### src/pkg/rsq_pkg.sv
/*
 * Shared constants of the system reset sequencer: stage delays, synchroniser
 * layout and reset values.
 * Assumes it is compiled before every file of the sequencer.
 */
package rsq_pkg;

    // ==========================================================================
    // Release delays of the reset stages.
    // ==========================================================================
    // Counted in oscillator clock cycles.
    localparam int EXT_POR_OSC_CYCLES = 64;
    localparam int CLKGEN_OSC_CYCLES  = 32;
    // Counted in divided system clock cycles.
    localparam int PERIPH_SYS_CYCLES  = 32;
    localparam int CORE_SYS_CYCLES    = 32;
    // Longest stretch of the clock generator reset after a power-on reset.
    localparam int MAX_STRETCH_OSC_CYCLES = EXT_POR_OSC_CYCLES + CLKGEN_OSC_CYCLES;

    // ==========================================================================
    // Pin synchroniser layout.
    // ==========================================================================
    localparam int SYNC_WIDTH    = 4;
    localparam int SYNC_POR_N    = 0;
    localparam int SYNC_EXT_N    = 1;
    localparam int SYNC_OSC      = 2;
    localparam int SYNC_DCLK     = 3;
    // Reset sources read as asserted and clocks as low until sampled.
    localparam logic [3:0] SYNC_RESET_VALUE = 4'h0;

    // ==========================================================================
    // Reset values of outputs and helper counters.
    // ==========================================================================
    localparam logic       RESET_ASSERTED  = 1'h1;
    localparam logic       SYSCLK_RESET    = 1'h0;
    localparam int         MON_WIDTH       = 8;
    localparam logic [7:0] MON_SATURATE    = 8'hFF;

endpackage

### src/rsq_release_stage.sv
/*
 * One stage of the reset chain: asserted on the next clock while its hold input is
 * high, released once a given number of ticks has passed and a release edge
 * arrives.
 * Assumes tick and release inputs are one-cycle pulses on the same clock.
 */
`timescale 1ns/1ps

module rsq_release_stage #(
    parameter int DELAY = 32
) (
    // Clock and reset.
    input  wire logic clock,
    input  wire logic sys_rst,
    // Control.
    input  wire logic hold,
    input  wire logic count_tick,
    input  wire logic release_ok,
    // Stage output, active high.
    output logic      reset_out
);

    localparam int CW = $clog2(DELAY + 1);
    localparam logic [CW-1:0] DONE = CW'(DELAY);

    logic [CW-1:0] count_reg;

    // ==========================================================================
    // Tick counter.
    // ==========================================================================
    // The counter saturates so that a late release edge still finds it done.
    always_ff @(posedge clock) begin
        if (sys_rst || hold) begin
            count_reg <= '0;
        end else if (count_tick && count_reg != DONE) begin
            count_reg <= count_reg + CW'(1);
        end
    end

    // ==========================================================================
    // Output register.
    // ==========================================================================
    always_ff @(posedge clock) begin
        if (sys_rst || hold) begin
            reset_out <= rsq_pkg::RESET_ASSERTED;
        end else if (count_reg == DONE && release_ok) begin
            reset_out <= 1'h0;
        end
    end

    property p_hold_asserts;
        @(posedge clock) disable iff (sys_rst)
        hold |=> reset_out && count_reg == '0;
    endproperty
    a_hold_asserts: assert property (p_hold_asserts) else $error("stage not asserted after hold");

endmodule

### src/rsq_reset_sequencer.sv
/*
 * System reset sequencer: merges power-on, external pin, software and
 * watchdog reset sources into staged internal resets and divides the
 * double-rate system clock by two.
 * Assumes one fast sampling clock; the oscillator and double-rate system
 * clocks arrive as slower levels and are sampled as ordinary pins.
 */
//
// Overview of operation
// - Four sources: pin and power-on asynchronous, software and watchdog synchronous.
// - A write of the integration control register raises a software reset.
// - The test port reset follows power-on reset only.
// - Extended power-on reset holds 64 oscillator cycles after power-on release.
// - Clock generator reset asserted by any source, released 32 oscillator cycles later.
// - Peripheral reset released 32 system cycles after clock generator reset.
// - Core reset released 32 system cycles after peripheral reset.
// - Extension counters count oscillator clock edges.
// - Oscillator clock keeps running, also during reset.
// - Combined reset is the AND of all active-low sources.
// - Clock generator reset stretched up to 96 oscillator cycles after power-on.
// - Resets assert at any time; only peripheral and core resets release on a system clock edge.
// - Clock generator reset releases on an oscillator falling edge.
// - Peripheral and core resets release on a system clock falling edge.
// - System clock is the double-rate clock divided by two.
// - The block raises no interrupt.
`timescale 1ns/1ps

module rsq_reset_sequencer #(
    parameter int EXT_POR_CYCLES = rsq_pkg::EXT_POR_OSC_CYCLES,
    parameter int CLKGEN_CYCLES  = rsq_pkg::CLKGEN_OSC_CYCLES,
    parameter int PERIPH_CYCLES  = rsq_pkg::PERIPH_SYS_CYCLES,
    parameter int CORE_CYCLES    = rsq_pkg::CORE_SYS_CYCLES
) (
    // Clock and reset.
    input  wire logic clock,
    input  wire logic sys_rst,
    // Asynchronous reset sources, active low.
    input  wire logic power_on_reset_n,
    input  wire logic external_reset_n,
    // Synchronous reset sources, one-cycle pulses.
    input  wire logic integration_control_write,
    input  wire logic watchdog_reset_source_req,
    // Clock inputs sampled as levels.
    input  wire logic oscillator_clock,
    input  wire logic double_rate_system_clock,
    // Divided clock.
    output logic      system_clock,
    // Staged resets, active high.
    output logic      tap_reset,
    output logic      extended_por_reset,
    output logic      clock_generator_reset,
    output logic      peripheral_reset,
    output logic      core_reset
);

    // ==========================================================================
    // Pin synchronisers.
    // ==========================================================================
    logic [rsq_pkg::SYNC_WIDTH-1:0] pin_raw;
    logic [rsq_pkg::SYNC_WIDTH-1:0] sync_meta_reg;
    logic [rsq_pkg::SYNC_WIDTH-1:0] sync_reg;

    assign pin_raw[rsq_pkg::SYNC_POR_N] = power_on_reset_n;
    assign pin_raw[rsq_pkg::SYNC_EXT_N] = external_reset_n;
    assign pin_raw[rsq_pkg::SYNC_OSC]   = oscillator_clock;
    assign pin_raw[rsq_pkg::SYNC_DCLK]  = double_rate_system_clock;

    // Pin and power-on sources are asynchronous, so they pass two flops.
    for (genvar i = 0; i < rsq_pkg::SYNC_WIDTH; i++) begin : g_sync
        always_ff @(posedge clock) begin
            if (sys_rst) begin
                sync_meta_reg[i] <= rsq_pkg::SYNC_RESET_VALUE[i];
                sync_reg[i]      <= rsq_pkg::SYNC_RESET_VALUE[i];
            end else begin
                sync_meta_reg[i] <= pin_raw[i];
                sync_reg[i]      <= sync_meta_reg[i];
            end
        end
    end

    logic por_n_s;
    logic ext_n_s;
    logic osc_s;
    logic dclk_s;

    assign por_n_s = sync_reg[rsq_pkg::SYNC_POR_N];
    assign ext_n_s = sync_reg[rsq_pkg::SYNC_EXT_N];
    assign osc_s   = sync_reg[rsq_pkg::SYNC_OSC];
    assign dclk_s  = sync_reg[rsq_pkg::SYNC_DCLK];

    // ==========================================================================
    // Clock edge detection.
    // ==========================================================================
    logic osc_prev_reg;
    logic dclk_prev_reg;
    logic osc_rise;
    logic osc_fall;
    logic dclk_rise;

    localparam int SETTLE_STAGES = 3;

    logic [SETTLE_STAGES-1:0] settle_reg;
    logic                     edges_ok;

    // After a reset the synchronisers and the previous-level flops read low
    // whatever the pins do, so edges are ignored until both hold real samples;
    // otherwise a high pin would count as a false edge.
    always_ff @(posedge clock) begin
        if (sys_rst) begin
            settle_reg <= '0;
        end else begin
            settle_reg <= {settle_reg[SETTLE_STAGES-2:0], 1'h1};
        end
    end

    assign edges_ok = settle_reg[SETTLE_STAGES-1];

    always_ff @(posedge clock) begin
        if (sys_rst) begin
            osc_prev_reg  <= rsq_pkg::SYNC_RESET_VALUE[rsq_pkg::SYNC_OSC];
            dclk_prev_reg <= rsq_pkg::SYNC_RESET_VALUE[rsq_pkg::SYNC_DCLK];
        end else begin
            osc_prev_reg  <= osc_s;
            dclk_prev_reg <= dclk_s;
        end
    end

    // The oscillator is never gated here, so its edges keep arriving during reset.
    assign osc_rise  = edges_ok && osc_s && !osc_prev_reg;
    assign osc_fall  = edges_ok && !osc_s && osc_prev_reg;
    assign dclk_rise = edges_ok && dclk_s && !dclk_prev_reg;

    // ==========================================================================
    // System clock divider.
    // ==========================================================================
    logic sys_rise;
    logic sys_fall;

    // Each rising edge of the double-rate clock toggles the divided clock.
    always_ff @(posedge clock) begin
        if (sys_rst) begin
            system_clock <= rsq_pkg::SYSCLK_RESET;
        end else if (dclk_rise) begin
            system_clock <= !system_clock;
        end
    end

    assign sys_rise = dclk_rise && !system_clock;
    assign sys_fall = dclk_rise && system_clock;

    // ==========================================================================
    // Combined reset.
    // ==========================================================================
    logic combined_n;

    // Software reset is the register write pulse; it joins the same tree.
    // Any low source pulls the combined reset low.
    assign combined_n = por_n_s && ext_n_s && !integration_control_write && !watchdog_reset_source_req;

    // ==========================================================================
    // Test port reset.
    // ==========================================================================
    // Only power-on reset reaches the test port, so a debugger survives the others.
    always_ff @(posedge clock) begin
        if (sys_rst) begin
            tap_reset <= rsq_pkg::RESET_ASSERTED;
        end else begin
            tap_reset <= !por_n_s;
        end
    end

    // ==========================================================================
    // Reset chain.
    // ==========================================================================
    logic clkgen_hold;
    logic periph_hold;
    logic core_hold;

    // The clock generator reset waits for the extended power-on reset too,
    // which gives 64 plus 32 oscillator cycles after power-on.
    assign clkgen_hold = !combined_n || extended_por_reset;
    assign periph_hold = !combined_n || clock_generator_reset;
    assign core_hold   = !combined_n || peripheral_reset;

    // Extension counters tick on oscillator edges because the system clock
    // may not run yet in this phase.
    rsq_release_stage #(
        .DELAY (EXT_POR_CYCLES)
    ) u_ext_por (
        .clock      (clock),
        .sys_rst    (sys_rst),
        .hold       (!por_n_s),
        .count_tick (osc_rise),
        .release_ok (1'h1),
        .reset_out  (extended_por_reset)
    );

    rsq_release_stage #(
        .DELAY (CLKGEN_CYCLES)
    ) u_clkgen (
        .clock      (clock),
        .sys_rst    (sys_rst),
        .hold       (clkgen_hold),
        .count_tick (osc_rise),
        .release_ok (osc_fall),
        .reset_out  (clock_generator_reset)
    );

    // Release on the divided clock's falling edge keeps it clear of the
    // rising edge on which peripherals sample.
    rsq_release_stage #(
        .DELAY (PERIPH_CYCLES)
    ) u_periph (
        .clock      (clock),
        .sys_rst    (sys_rst),
        .hold       (periph_hold),
        .count_tick (sys_rise),
        .release_ok (sys_fall),
        .reset_out  (peripheral_reset)
    );

    rsq_release_stage #(
        .DELAY (CORE_CYCLES)
    ) u_core (
        .clock      (clock),
        .sys_rst    (sys_rst),
        .hold       (core_hold),
        .count_tick (sys_rise),
        .release_ok (sys_fall),
        .reset_out  (core_reset)
    );

    // There is no interrupt output; events show only on the reset lines.

    // ==========================================================================
    // Checking helpers.
    // ==========================================================================
    // Each counter measures edges since the cause of a release went away.
    logic [rsq_pkg::MON_WIDTH-1:0] mon_por_reg;
    logic [rsq_pkg::MON_WIDTH-1:0] mon_clkgen_reg;
    logic [rsq_pkg::MON_WIDTH-1:0] mon_periph_reg;
    logic [rsq_pkg::MON_WIDTH-1:0] mon_core_reg;

    always_ff @(posedge clock) begin
        if (sys_rst || !por_n_s) begin
            mon_por_reg <= '0;
        end else if (osc_rise && mon_por_reg != rsq_pkg::MON_SATURATE) begin
            mon_por_reg <= mon_por_reg + 8'h01;
        end
    end

    always_ff @(posedge clock) begin
        if (sys_rst || clkgen_hold) begin
            mon_clkgen_reg <= '0;
        end else if (osc_rise && mon_clkgen_reg != rsq_pkg::MON_SATURATE) begin
            mon_clkgen_reg <= mon_clkgen_reg + 8'h01;
        end
    end

    always_ff @(posedge clock) begin
        if (sys_rst || periph_hold) begin
            mon_periph_reg <= '0;
        end else if (sys_rise && mon_periph_reg != rsq_pkg::MON_SATURATE) begin
            mon_periph_reg <= mon_periph_reg + 8'h01;
        end
    end

    always_ff @(posedge clock) begin
        if (sys_rst || core_hold) begin
            mon_core_reg <= '0;
        end else if (sys_rise && mon_core_reg != rsq_pkg::MON_SATURATE) begin
            mon_core_reg <= mon_core_reg + 8'h01;
        end
    end

    // ==========================================================================
    // Assertions.
    // ==========================================================================
    property p_tap_por_only;
        @(posedge clock) disable iff (sys_rst)
        $past(por_n_s) && por_n_s |-> !tap_reset;
    endproperty
    a_tap_por_only: assert property (p_tap_por_only) else $error("test port reset without power-on");

    property p_ext_por_source;
        @(posedge clock) disable iff (sys_rst)
        $rose(extended_por_reset) |-> !$past(por_n_s);
    endproperty
    a_ext_por_source: assert property (p_ext_por_source) else $error("extended reset from wrong source");

    property p_ext_por_len;
        @(posedge clock) disable iff (sys_rst)
        $fell(extended_por_reset) |-> $past(mon_por_reg) == 8'(EXT_POR_CYCLES);
    endproperty
    a_ext_por_len: assert property (p_ext_por_len) else $error("extended reset length wrong");

    property p_clkgen_len;
        @(posedge clock) disable iff (sys_rst)
        $fell(clock_generator_reset) |-> $past(mon_clkgen_reg) == 8'(CLKGEN_CYCLES) && $past(osc_fall);
    endproperty
    a_clkgen_len: assert property (p_clkgen_len) else $error("clock generator release wrong");

    property p_any_source;
        @(posedge clock) disable iff (sys_rst)
        !combined_n |=> clock_generator_reset && peripheral_reset && core_reset;
    endproperty
    a_any_source: assert property (p_any_source) else $error("source did not assert resets");

    property p_sw_source;
        @(posedge clock) disable iff (sys_rst)
        integration_control_write |=> clock_generator_reset ##1 clock_generator_reset;
    endproperty
    a_sw_source: assert property (p_sw_source) else $error("software reset not applied");

    property p_periph_len;
        @(posedge clock) disable iff (sys_rst)
        $fell(peripheral_reset) |-> $past(mon_periph_reg) == 8'(PERIPH_CYCLES) && $past(sys_fall);
    endproperty
    a_periph_len: assert property (p_periph_len) else $error("peripheral release wrong");

    property p_core_len;
        @(posedge clock) disable iff (sys_rst)
        $fell(core_reset) |-> $past(mon_core_reg) == 8'(CORE_CYCLES) && $past(sys_fall) && !peripheral_reset;
    endproperty
    a_core_len: assert property (p_core_len) else $error("core release wrong");

    property p_divider;
        @(posedge clock) disable iff (sys_rst)
        dclk_rise |=> system_clock != $past(system_clock);
    endproperty
    a_divider: assert property (p_divider) else $error("divided clock did not toggle");

    property p_divider_hold;
        @(posedge clock) disable iff (sys_rst)
        !dclk_rise |=> $stable(system_clock);
    endproperty
    a_divider_hold: assert property (p_divider_hold) else $error("divided clock toggled early");

    property p_order;
        @(posedge clock) disable iff (sys_rst)
        !core_reset |-> !peripheral_reset && !clock_generator_reset && !extended_por_reset;
    endproperty
    a_order: assert property (p_order) else $error("reset release order broken");

    property p_por_asserts;
        @(posedge clock) disable iff (sys_rst)
        !por_n_s |=> tap_reset && extended_por_reset;
    endproperty
    a_por_asserts: assert property (p_por_asserts) else $error("power-on did not assert its resets");

endmodule

### config.mk
export PLATFORM = sky130hd
export DESIGN_NAME = rsq_reset_sequencer
export DESIGN_NICKNAME = d
export VERILOG_FILES = /design/src/pkg/rsq_pkg.sv /design/src/rsq_release_stage.sv /design/src/rsq_reset_sequencer.sv
export SDC_FILE = /design/constraint.sdc
export NUM_CORES = 1
export LEC_CHECK = 0
export BUFFER_PORTS_ARGS = -buffer_cell sky130_fd_sc_hd__buf_2
export CAP_MARGIN = 20
export CORE_AREA = 2 2 64 66
export DETAILED_ROUTE_END_ITERATION = 8
export DIE_AREA = 0 0 66 68
export PLACE_DENSITY = 0.7
export SYNTH_ARGS = -nofsm -noshare
export SYNTH_HDL_FRONTEND = slang
export SYNTH_SLANG_ARGS = --single-unit
### constraint.sdc
create_clock -name clock -period 1.4 [get_ports clock]
set_input_delay 0.07 -clock clock [delete_from_list [all_inputs] [get_ports clock]]
set_output_delay 0.07 -clock clock [all_outputs]
set_load 0.01 [all_outputs]
# Yosys cells after proc, flatten, opt, wreduce, memory -nomap -nowiden

Index checks and enable logic that the tools add are counted.

Register bits after elaboration: 44
Bits of input ports: 8
Output and inout port bits: 6
Word-level logic and storage cells: 68

Add/sub/neg operators: 4
Equality and inequality tests: 8
Mux-type cells: 1
Reductions and logical operators: 33

Operators by type and width:

| cell                                         | number |
|---|---|
| adder 6 x 1 -> 6 bit, second input constant  | 3 |
| equality test 6 bit, second input constant   | 3 |
| logical AND 1 bit                            | 18 |
| inequality test 6 bit, second input constant | 3 |
| logical NOT 1 bit                            | 8 |
| adder 7 x 1 -> 7 bit, second input constant  | 1 |
| equality test 7 bit, second input constant   | 1 |
| logical OR 1 bit                             | 7 |
| inequality test 7 bit, second input constant | 1 |
| two-way mux 1 bit                            | 1 |

# Depth between registers and ports, before layout

Gate-level depths: netlist (run 1).

Depth after elaboration: 6
Depth in mapped cells: 5
Gate-level depth less buffers: 5

# Modules after synthesis

A second synthesis (run 1) with hierarchy kept.

Cell total of the unflattened synthesis: 202
Area, all modules: 1911.8 µm²

By module, submodules not included:

| module                            | times used | cells each | area an instance (µm²) | sequential area each (µm²) |
|---|---|---|---|---|
| rsq_release_stage at u_clkgen ... | 3          | 37         | 337.8                  | 140.1 |
| rsq_reset_sequencer               | 1          | 47         | 500.5                  | 300.3 |
| rsq_release_stage at u_ext_por    | 1          | 44         | 397.9                  | 160.2 |

# Worst setup path after synthesis (run 1)

Ideal clock, no wire load.

Path kind: flip-flop to flip-flop
Start: register settle_reg[2]
End: register u_ext_por.count_reg[6]
Library setup time: 0.070 ns
Data arrival time: 1.268 ns
Setup slack: 0.062 ns
Stages on the path, launching flop included: 5
Clock period less this slack: 1.338 ns
Cell sequence: dfxtp_1 nand3b_2 buf_6 or4_1 a21oi_1

Cells in the longest elaborated chain, start to end: 3

Ends and longest elaborated chain:

| element                         | RTL line                   | source |
|---|---|---|
| start, declared                 | rsq_reset_sequencer.sv:102 | `logic [SETTLE_STAGES-1:0] settle_reg;` |
| start signal, assigned          | rsq_reset_sequencer.sv:112 | `settle_reg <= {settle_reg[SETTLE_STAGES-2:0], 1'h1};` |
| logical AND 1 bit (2 in series) | rsq_reset_sequencer.sv:129 | `assign osc_rise = edges_ok && osc_s && !osc_prev_reg;` |
| logical AND 1 bit               | rsq_release_stage.sv:35    | `end else if (count_tick && count_reg != DONE) begin` |
| end signal, assigned            | rsq_release_stage.sv:36    | `count_reg <= count_reg + CW'(1);` |
| end, declared                   | rsq_release_stage.sv:26    | `logic [CW-1:0] count_reg;` |

No other way between the ends.
A chain may end at the register's enable or synchronous reset.

# Worst setup path in the final report (run 1)

Start: register dclk_prev_reg
End: register u_core.count_reg[5]

Cells in the longest elaborated chain, start to end: 4

Ends and longest elaborated chain:

| element                | RTL line                   | source |
|---|---|---|
| start, declared        | rsq_reset_sequencer.sv:95  | `logic dclk_prev_reg;` |
| start signal, assigned | rsq_reset_sequencer.sv:121 | `dclk_prev_reg <= rsq_pkg::SYNC_RESET_VALUE[rsq_pkg::SYNC_DCLK];` |
| start signal, assigned | rsq_reset_sequencer.sv:124 | `dclk_prev_reg <= dclk_s;` |
| logical NOT 1 bit      | rsq_reset_sequencer.sv:131 | `assign dclk_rise = edges_ok && dclk_s && !dclk_prev_reg;` |
| logical AND 1 bit      | rsq_reset_sequencer.sv:131 |  |
| logical AND 1 bit      | rsq_reset_sequencer.sv:148 | `assign sys_rise = dclk_rise && !system_clock;` |
| logical AND 1 bit      | rsq_release_stage.sv:35    |  |
| end signal, assigned   | rsq_release_stage.sv:36    |  |
| end, declared          | rsq_release_stage.sv:26    |  |

No other way between the ends.

==> flow_metrics.tcl, run 1 <==
set metrics [dict create \
    outcome "finished, final reports clean" \
    worstSetupPathType "register to register" \
    path_buf_inv 1 \
    dpl.cell_count 277 \
    endpoint_kind "register" \
    avgSynthCellArea_um2 9.41 \
    reg2reg_depth 4 \
    worstPathCellList "nand4bb_1 > buf_6 > or4_4 > a21oi_1" \
    grt_max_degree 18 \
    path_clk_slew_ps 80 \
    hold_viol_final 0 \
    diodes 0 \
    fin_cells 291 \
    drc_errors 0 \
    clockBufferDepth 2 \
    cp.arrival_ps 1600 \
    drive_gt1_share_pct 23.7 \
    gp_congestion 0.780 \
    rsz0062_at_grt "true" \
    clkLatencyLatePin_ps 290 \
    max_freq_ghz 0.725 \
    ios 14 \
    fin_crit_sh_pct 98.5 \
    num_vias 1608 \
    final.fill_count 328 \
    synth_nets 219 \
    r2r-start "dclk_prev_reg" \
    cts_inserted_buffers 5 \
    synth-seq-area-share_pct 46.1 \
    grt_pass1_wl_um 6030 \
    crit_start "dclk_prev_reg" \
    antenna_found_initial 0 \
    fp.dieH_um 68 \
    cp_slowest_cell "or4_4" \
    drt_wl_total_um 3730 \
    clock-sinks 44 \
    required_ps 1630 \
    initial_utilization_pct 49.5 \
    rows 23 \
    overflow 0 \
    largest_register_ffs 7 \
    ys_warn_count 0 \
    power_density_mw_per_mm2 984 \
    postSynthCellCount 203 \
    whs_ps 157 \
    synth_cell_types 28 \
    leakagePower_uw 0.000804 \
    start_kind "register" \
    ir_drop_uv 694 \
    wl_per_cell_um 12.8 \
    cts_tree "built" \
    min_period_ps 1380 \
    io_buffers 13 \
    tightest_slew_ps 437 \
    fp.dieW_um 66 \
    via_per_inst 5.53 \
    dp_hpwl_um 2500 \
    first_global_vias 1349 \
    grt_use_total_pct 17.8 \
    max_stage_delay_ps 500 \
    cts_max_level 2 \
    hold_path_class "primary input to register" \
    drt-pass1-iter-count 4 \
    maxCapViolCount 0 \
    cts-root-buf "clkbuf_8" \
    crit_path_max_fanout 10 \
    layout.nets 256 \
    worst_slack_ps 20.7 \
    dieArea_mm2 0.00449 \
    cp.depth 4 \
    relSlewSlack_pct 70.6 \
    holdCritStartpoint "integration_control_write" \
    drv_slew 0 \
    drtIter0Drc 75 \
    drt.antenna.violating_nets 0 \
    preCtsSetupSlack_ps -24.6 \
    hold_depth 4 \
    syn_area_mm2 0.00191 \
    crit_family "simple AND/OR/NAND/NOR gates" \
    synth_seq_cells 44 \
    finalSetupViolCount 0 \
    core_mm2 0.00386 \
    fin_skew_ps 7.07 \
    syn2layout_area_growth_pct 24.6 \
]
==> tightest hold or removal path, stage by stage <==
cell     delay [ps]
buf_2           100
nor4b_4          50
buf_12          140
nand3_1          60
==> through the flow <==
stage	area [um2]	power, uW	utilization, %	setup TNS (ps)
5_1_grt	2380	2440	61.7	-61.1
6_report	2380	2340	61.7	0
3_3_place_gp	2140	1360	55.5	0
3_5_place_dp	2140	1360	55.5	-32.9
4_1_cts	2320	2390	60.2	0
2_1_floorplan	1910	1330	-	0
==> layout by cell type (no fill, tap or decap), drive strengths merged, types with 3 or more instances in the layout <==
| master | n |
|---|---|
| nand2 | 18 |
| dfxtp | 44 |
| nand3 | 21 |
| clkbuf | 6 |
| inv | 12 |
| o21ai | 9 |
| o31ai | 9 |
| dlygate4sd3 | 4 |
| or4 | 7 |
| ha | 8 |
| or3 | 6 |
| nor2b | 16 |
| mux2i | 8 |
| nand4bb | 3 |
| buf | 30 |
| a21oi | 18 |
| nand4b | 5 |
==> routing by layer <==
metal / track usage [%] / wire (um)
met2: 27.7 / 1740
met1: 23.0 / 1780
met5: 0 / 0
met3: 3.95 / 132
met4: 9.95 / 74
==> path summary, 6_finish.rpt <==
kind                          to  slack [ps]
max          u_core.count_reg[5]          20
min             u_core.reset_out         160
max reg2reg  u_core.count_reg[5]          20
min reg2reg                osc_s         440
==> cell families (layout without fill, tap and decap cells) <==
kind of cell	after synthesis	after routing	synth area share (%)
buffers and inverters	16	54	3.67
adders and majority gates	8	8	5.24
AOI/OAI and AO/OA	44	44	13.9
DFF	44	44	46.1
and+or+nand+nor	83	83	26.9
muxes	8	8	4.19
==> power by group <==
part,internal (uW),switching [uW]
combinational,40.3,28.5
clock,583,414
sequential,1270,8.23
==> area by class of cell <==
| cell class | instances | area (um2) | area share (%) |
|---|---|---|---|
| Clock inverter | 2 | 38.8 | 1.63 |
| Tap cell | 50 | 62.6 | 2.63 |
| Clock buffer | 6 | 82.6 | 3.47 |
| Multi-Input combinational cell | 143 | 1010 | 42.3 |
| Sequential cell | 44 | 891 | 37.4 |
| Timing Repair Buffer | 34 | 253 | 10.6 |
| Inverter | 12 | 45.0 | 1.89 |
==> cell usage after synthesis <==
master,number,share of area [%]
a31oi_1,2,0.65
clkbuf_1,1,0.20
o31ai_1,9,3.5
nand2_1,18,3.5
o21ai_0,9,2.4
nor2b_1,16,5.2
nor4b_4,1,1.2
and3b_1,1,0.46
ha_1,8,5.2
inv_1,12,2.4
mux2i_1,8,4.2
nand3b_2,1,0.59
dfxtp_1,44,46
or3_1,6,2.0
nor3_1,1,0.26
or4_1,7,2.8
buf_6,1,0.59
buf_2,2,0.52
nand4_1,1,0.33
and4bb_2,1,0.65
nor4_1,1,0.33
nand3_1,21,5.5
nand4b_1,5,2.3
o21a_1,2,0.79
a21oi_1,18,4.7
a21o_1,2,0.79
a311o_1,2,1.0
nand4bb_1,3,1.8
==> what timing repair did <==
item                                   4_1_cts  5_1_grt
gates resized for setup                      3       16
cloned                                       0        0
setup endpoints to repair                    3       15
pin swaps                                    2        3
buffers inserted                             1        1
endpoints found under the hold margin        4        0
hold buffers                                 4        0
Note: power is estimated with default switching activity, not from simulation.
==> inputs of run 2 (changes only) <==
--- a/config.mk
+++ b/config.mk
@@ -7,10 +7,12 @@
 export LEC_CHECK = 0
 export BUFFER_PORTS_ARGS = -buffer_cell sky130_fd_sc_hd__buf_2
 export CAP_MARGIN = 20
-export CORE_AREA = 2 2 64 66
+export CELL_PAD_IN_SITES_DETAIL_PLACEMENT = 1
+export CELL_PAD_IN_SITES_GLOBAL_PLACEMENT = 1
+export CORE_AREA = 2 2 72 74
 export DETAILED_ROUTE_END_ITERATION = 8
-export DIE_AREA = 0 0 66 68
-export PLACE_DENSITY = 0.7
+export DIE_AREA = 0 0 74 76
+export PLACE_DENSITY = 0.71
 export SYNTH_ARGS = -nofsm -noshare
 export SYNTH_HDL_FRONTEND = slang
 export SYNTH_SLANG_ARGS = --single-unit
==> run 2 against run 1 <==
Compared with the run above:
- the run now ends with setup timing left
- critical path type unchanged
- die area rose by 25%
- sequential share of layout area fell by 1.4 points
- via count rose by 1.4%
- sequential power barely moved
- largest cell class unchanged
==> flow_metrics.tcl, run 2 (same netlist as run 1, synthesis figures left out) <==
set metrics [dict create \
    outcome "complete, but fails checks" \
    violations "setup timing" \
    min_period_ps 1410 \
    worstSetupPathType "register to register" \
    finalSetupViolCount 1 \
    rsz0062_at_grt "true" \
    whs_ps 174 \
    grt_pass1_wl_um 7420 \
    wl_per_cell_um 14.1 \
    maxCapViolCount 0 \
    endpoint_kind "register" \
    largest_register_ffs 7 \
    hold_path_class "primary input to register" \
    cts_inserted_buffers 5 \
    preCtsSetupSlack_ps -31.8 \
    drv_slew 0 \
    antenna_found_initial 0 \
    num_vias 1630 \
    grt_use_total_pct 16.7 \
    first_global_vias 1661 \
    final_cell_mix "35 x dfxtp_1, 21 x buf_4, 20 x nand3_1" \
    ir_drop_uv 670 \
    drt-pass1-iter-count 4 \
    diodes 0 \
    power_density_mw_per_mm2 926 \
    drt_wl_total_um 4500 \
    io_buffers 13 \
    drive_gt1_share_pct 29.3 \
    cts-root-buf "clkbuf_8" \
    drc_errors 0 \
    cp.arrival_ps 1640 \
    required_ps 1640 \
    dp_hpwl_um 2990 \
    tightest_slew_ps 349 \
    overflow 0 \
    drtIter0Drc 31 \
    start_kind "register" \
    gp_congestion 0.778 \
    worst_slack_ps -5.66 \
    crit_path_max_fanout 5 \
    final_common_cell "dfxtp_1" \
    syn2layout_area_growth_pct 30.8 \
    final_util_pct 50.9 \
    leakagePower_uw 0.000839 \
    via_per_inst 5.11 \
    clkLatencyLatePin_ps 290 \
    rows 26 \
    cts_tree "built" \
    fin_skew_ps 5.44 \
    path_clk_slew_ps 80 \
    initial_utilization_pct 38.9 \
    fin_crit_sh_pct 100 \
    grt_max_degree 16 \
    ios 14 \
    max_freq_ghz 0.711 \
    drt.antenna.violating_nets 0 \
    cts_max_level 2 \
    dieArea_mm2 0.00562 \
    fp.dieH_um 76 \
    hold_viol_final 0 \
    clock-sinks 44 \
    layout.nets 264 \
    relSlewSlack_pct 76.5 \
    clockBufferDepth 2 \
    fp.dieW_um 74 \
    core_mm2 0.00491 \
    tns_ps -5.66 \
]
==> run 2: changes by cell type in the layout (fill, tap and decap cells not counted), sizes merged <==
cell      delta
buf          +8
clkbuf       -1
clkinvlp     +1
==> run 2: path summary, 6_finish.rpt <==
kind / from / endpoint / slack [ps] / depth (start not counted)
worst max-delay path: system_clock / u_periph.count_reg[4] / -6 / 4
worst min-delay path: sys_rst / settle_reg[0] / 170 / 3
worst max register to register: system_clock / u_periph.count_reg[4] / -6 / 4
worst min register to register: settle_reg[1] / settle_reg[2] / 440 / 1
==> run 2: timing repair <==
item / CTS / global route
gates cloned: 1 / 0
hold buffers: 4 / 0
pin swaps: 3 / 7
setup buffers: 3 / 3
setup endpoints to repair: 3 / 18
hold endpoints to repair: 4 / 0
resized for setup: 7 / 25
==> run 2: metal layers <==
metal  routed length [um]  GRT usage (%)
met4                   41           5.27
met2                 2150           26.4
met5                    0              0
met1                 2220           22.2
met3                   85           3.97
==> run 2: area by class of cell <==
cell class              instances  area, um2
repair buffers                 42        302
flip-flops and latches         44        900
clock inverters                 3       42.5
clock buffers                   5       68.8
well taps                      70       87.6
inverters                      12       45.0
multi-input cells             143       1050
fillers                       561       2410
==> run 2: stage by stage <==
| step | instances | power (uW) | cell area [um2] |
|---|---|---|---|
| 5_1_grt | 319 | 2420 | 2500 |
| 3_3_place_gp | 300 | 1360 | 2170 |
| 6_report | 319 | 2310 | 2500 |
| 4_1_cts | 316 | 2350 | 2380 |
| 2_1_floorplan | 203 | 1330 | 1910 |
| 3_5_place_dp | 300 | 1360 | 2170 |
==> run 2: critical path, cell delays in order, from the launching register on <==
cell	delay [ps]
dfxtp_2	330
nand4bb_4	220
buf_2	170
or4_4	490
a21oi_2	130
==> run 2: power by group <==
part / internal, uW / switching (uW) / leakage, uW
registers: 1260 / 10.8 / 0.000363
clock network: 528 / 442 / 0.0000541
logic: 41.3 / 28.2 / 0.000422
total: 1830 / 481 / 0.000839
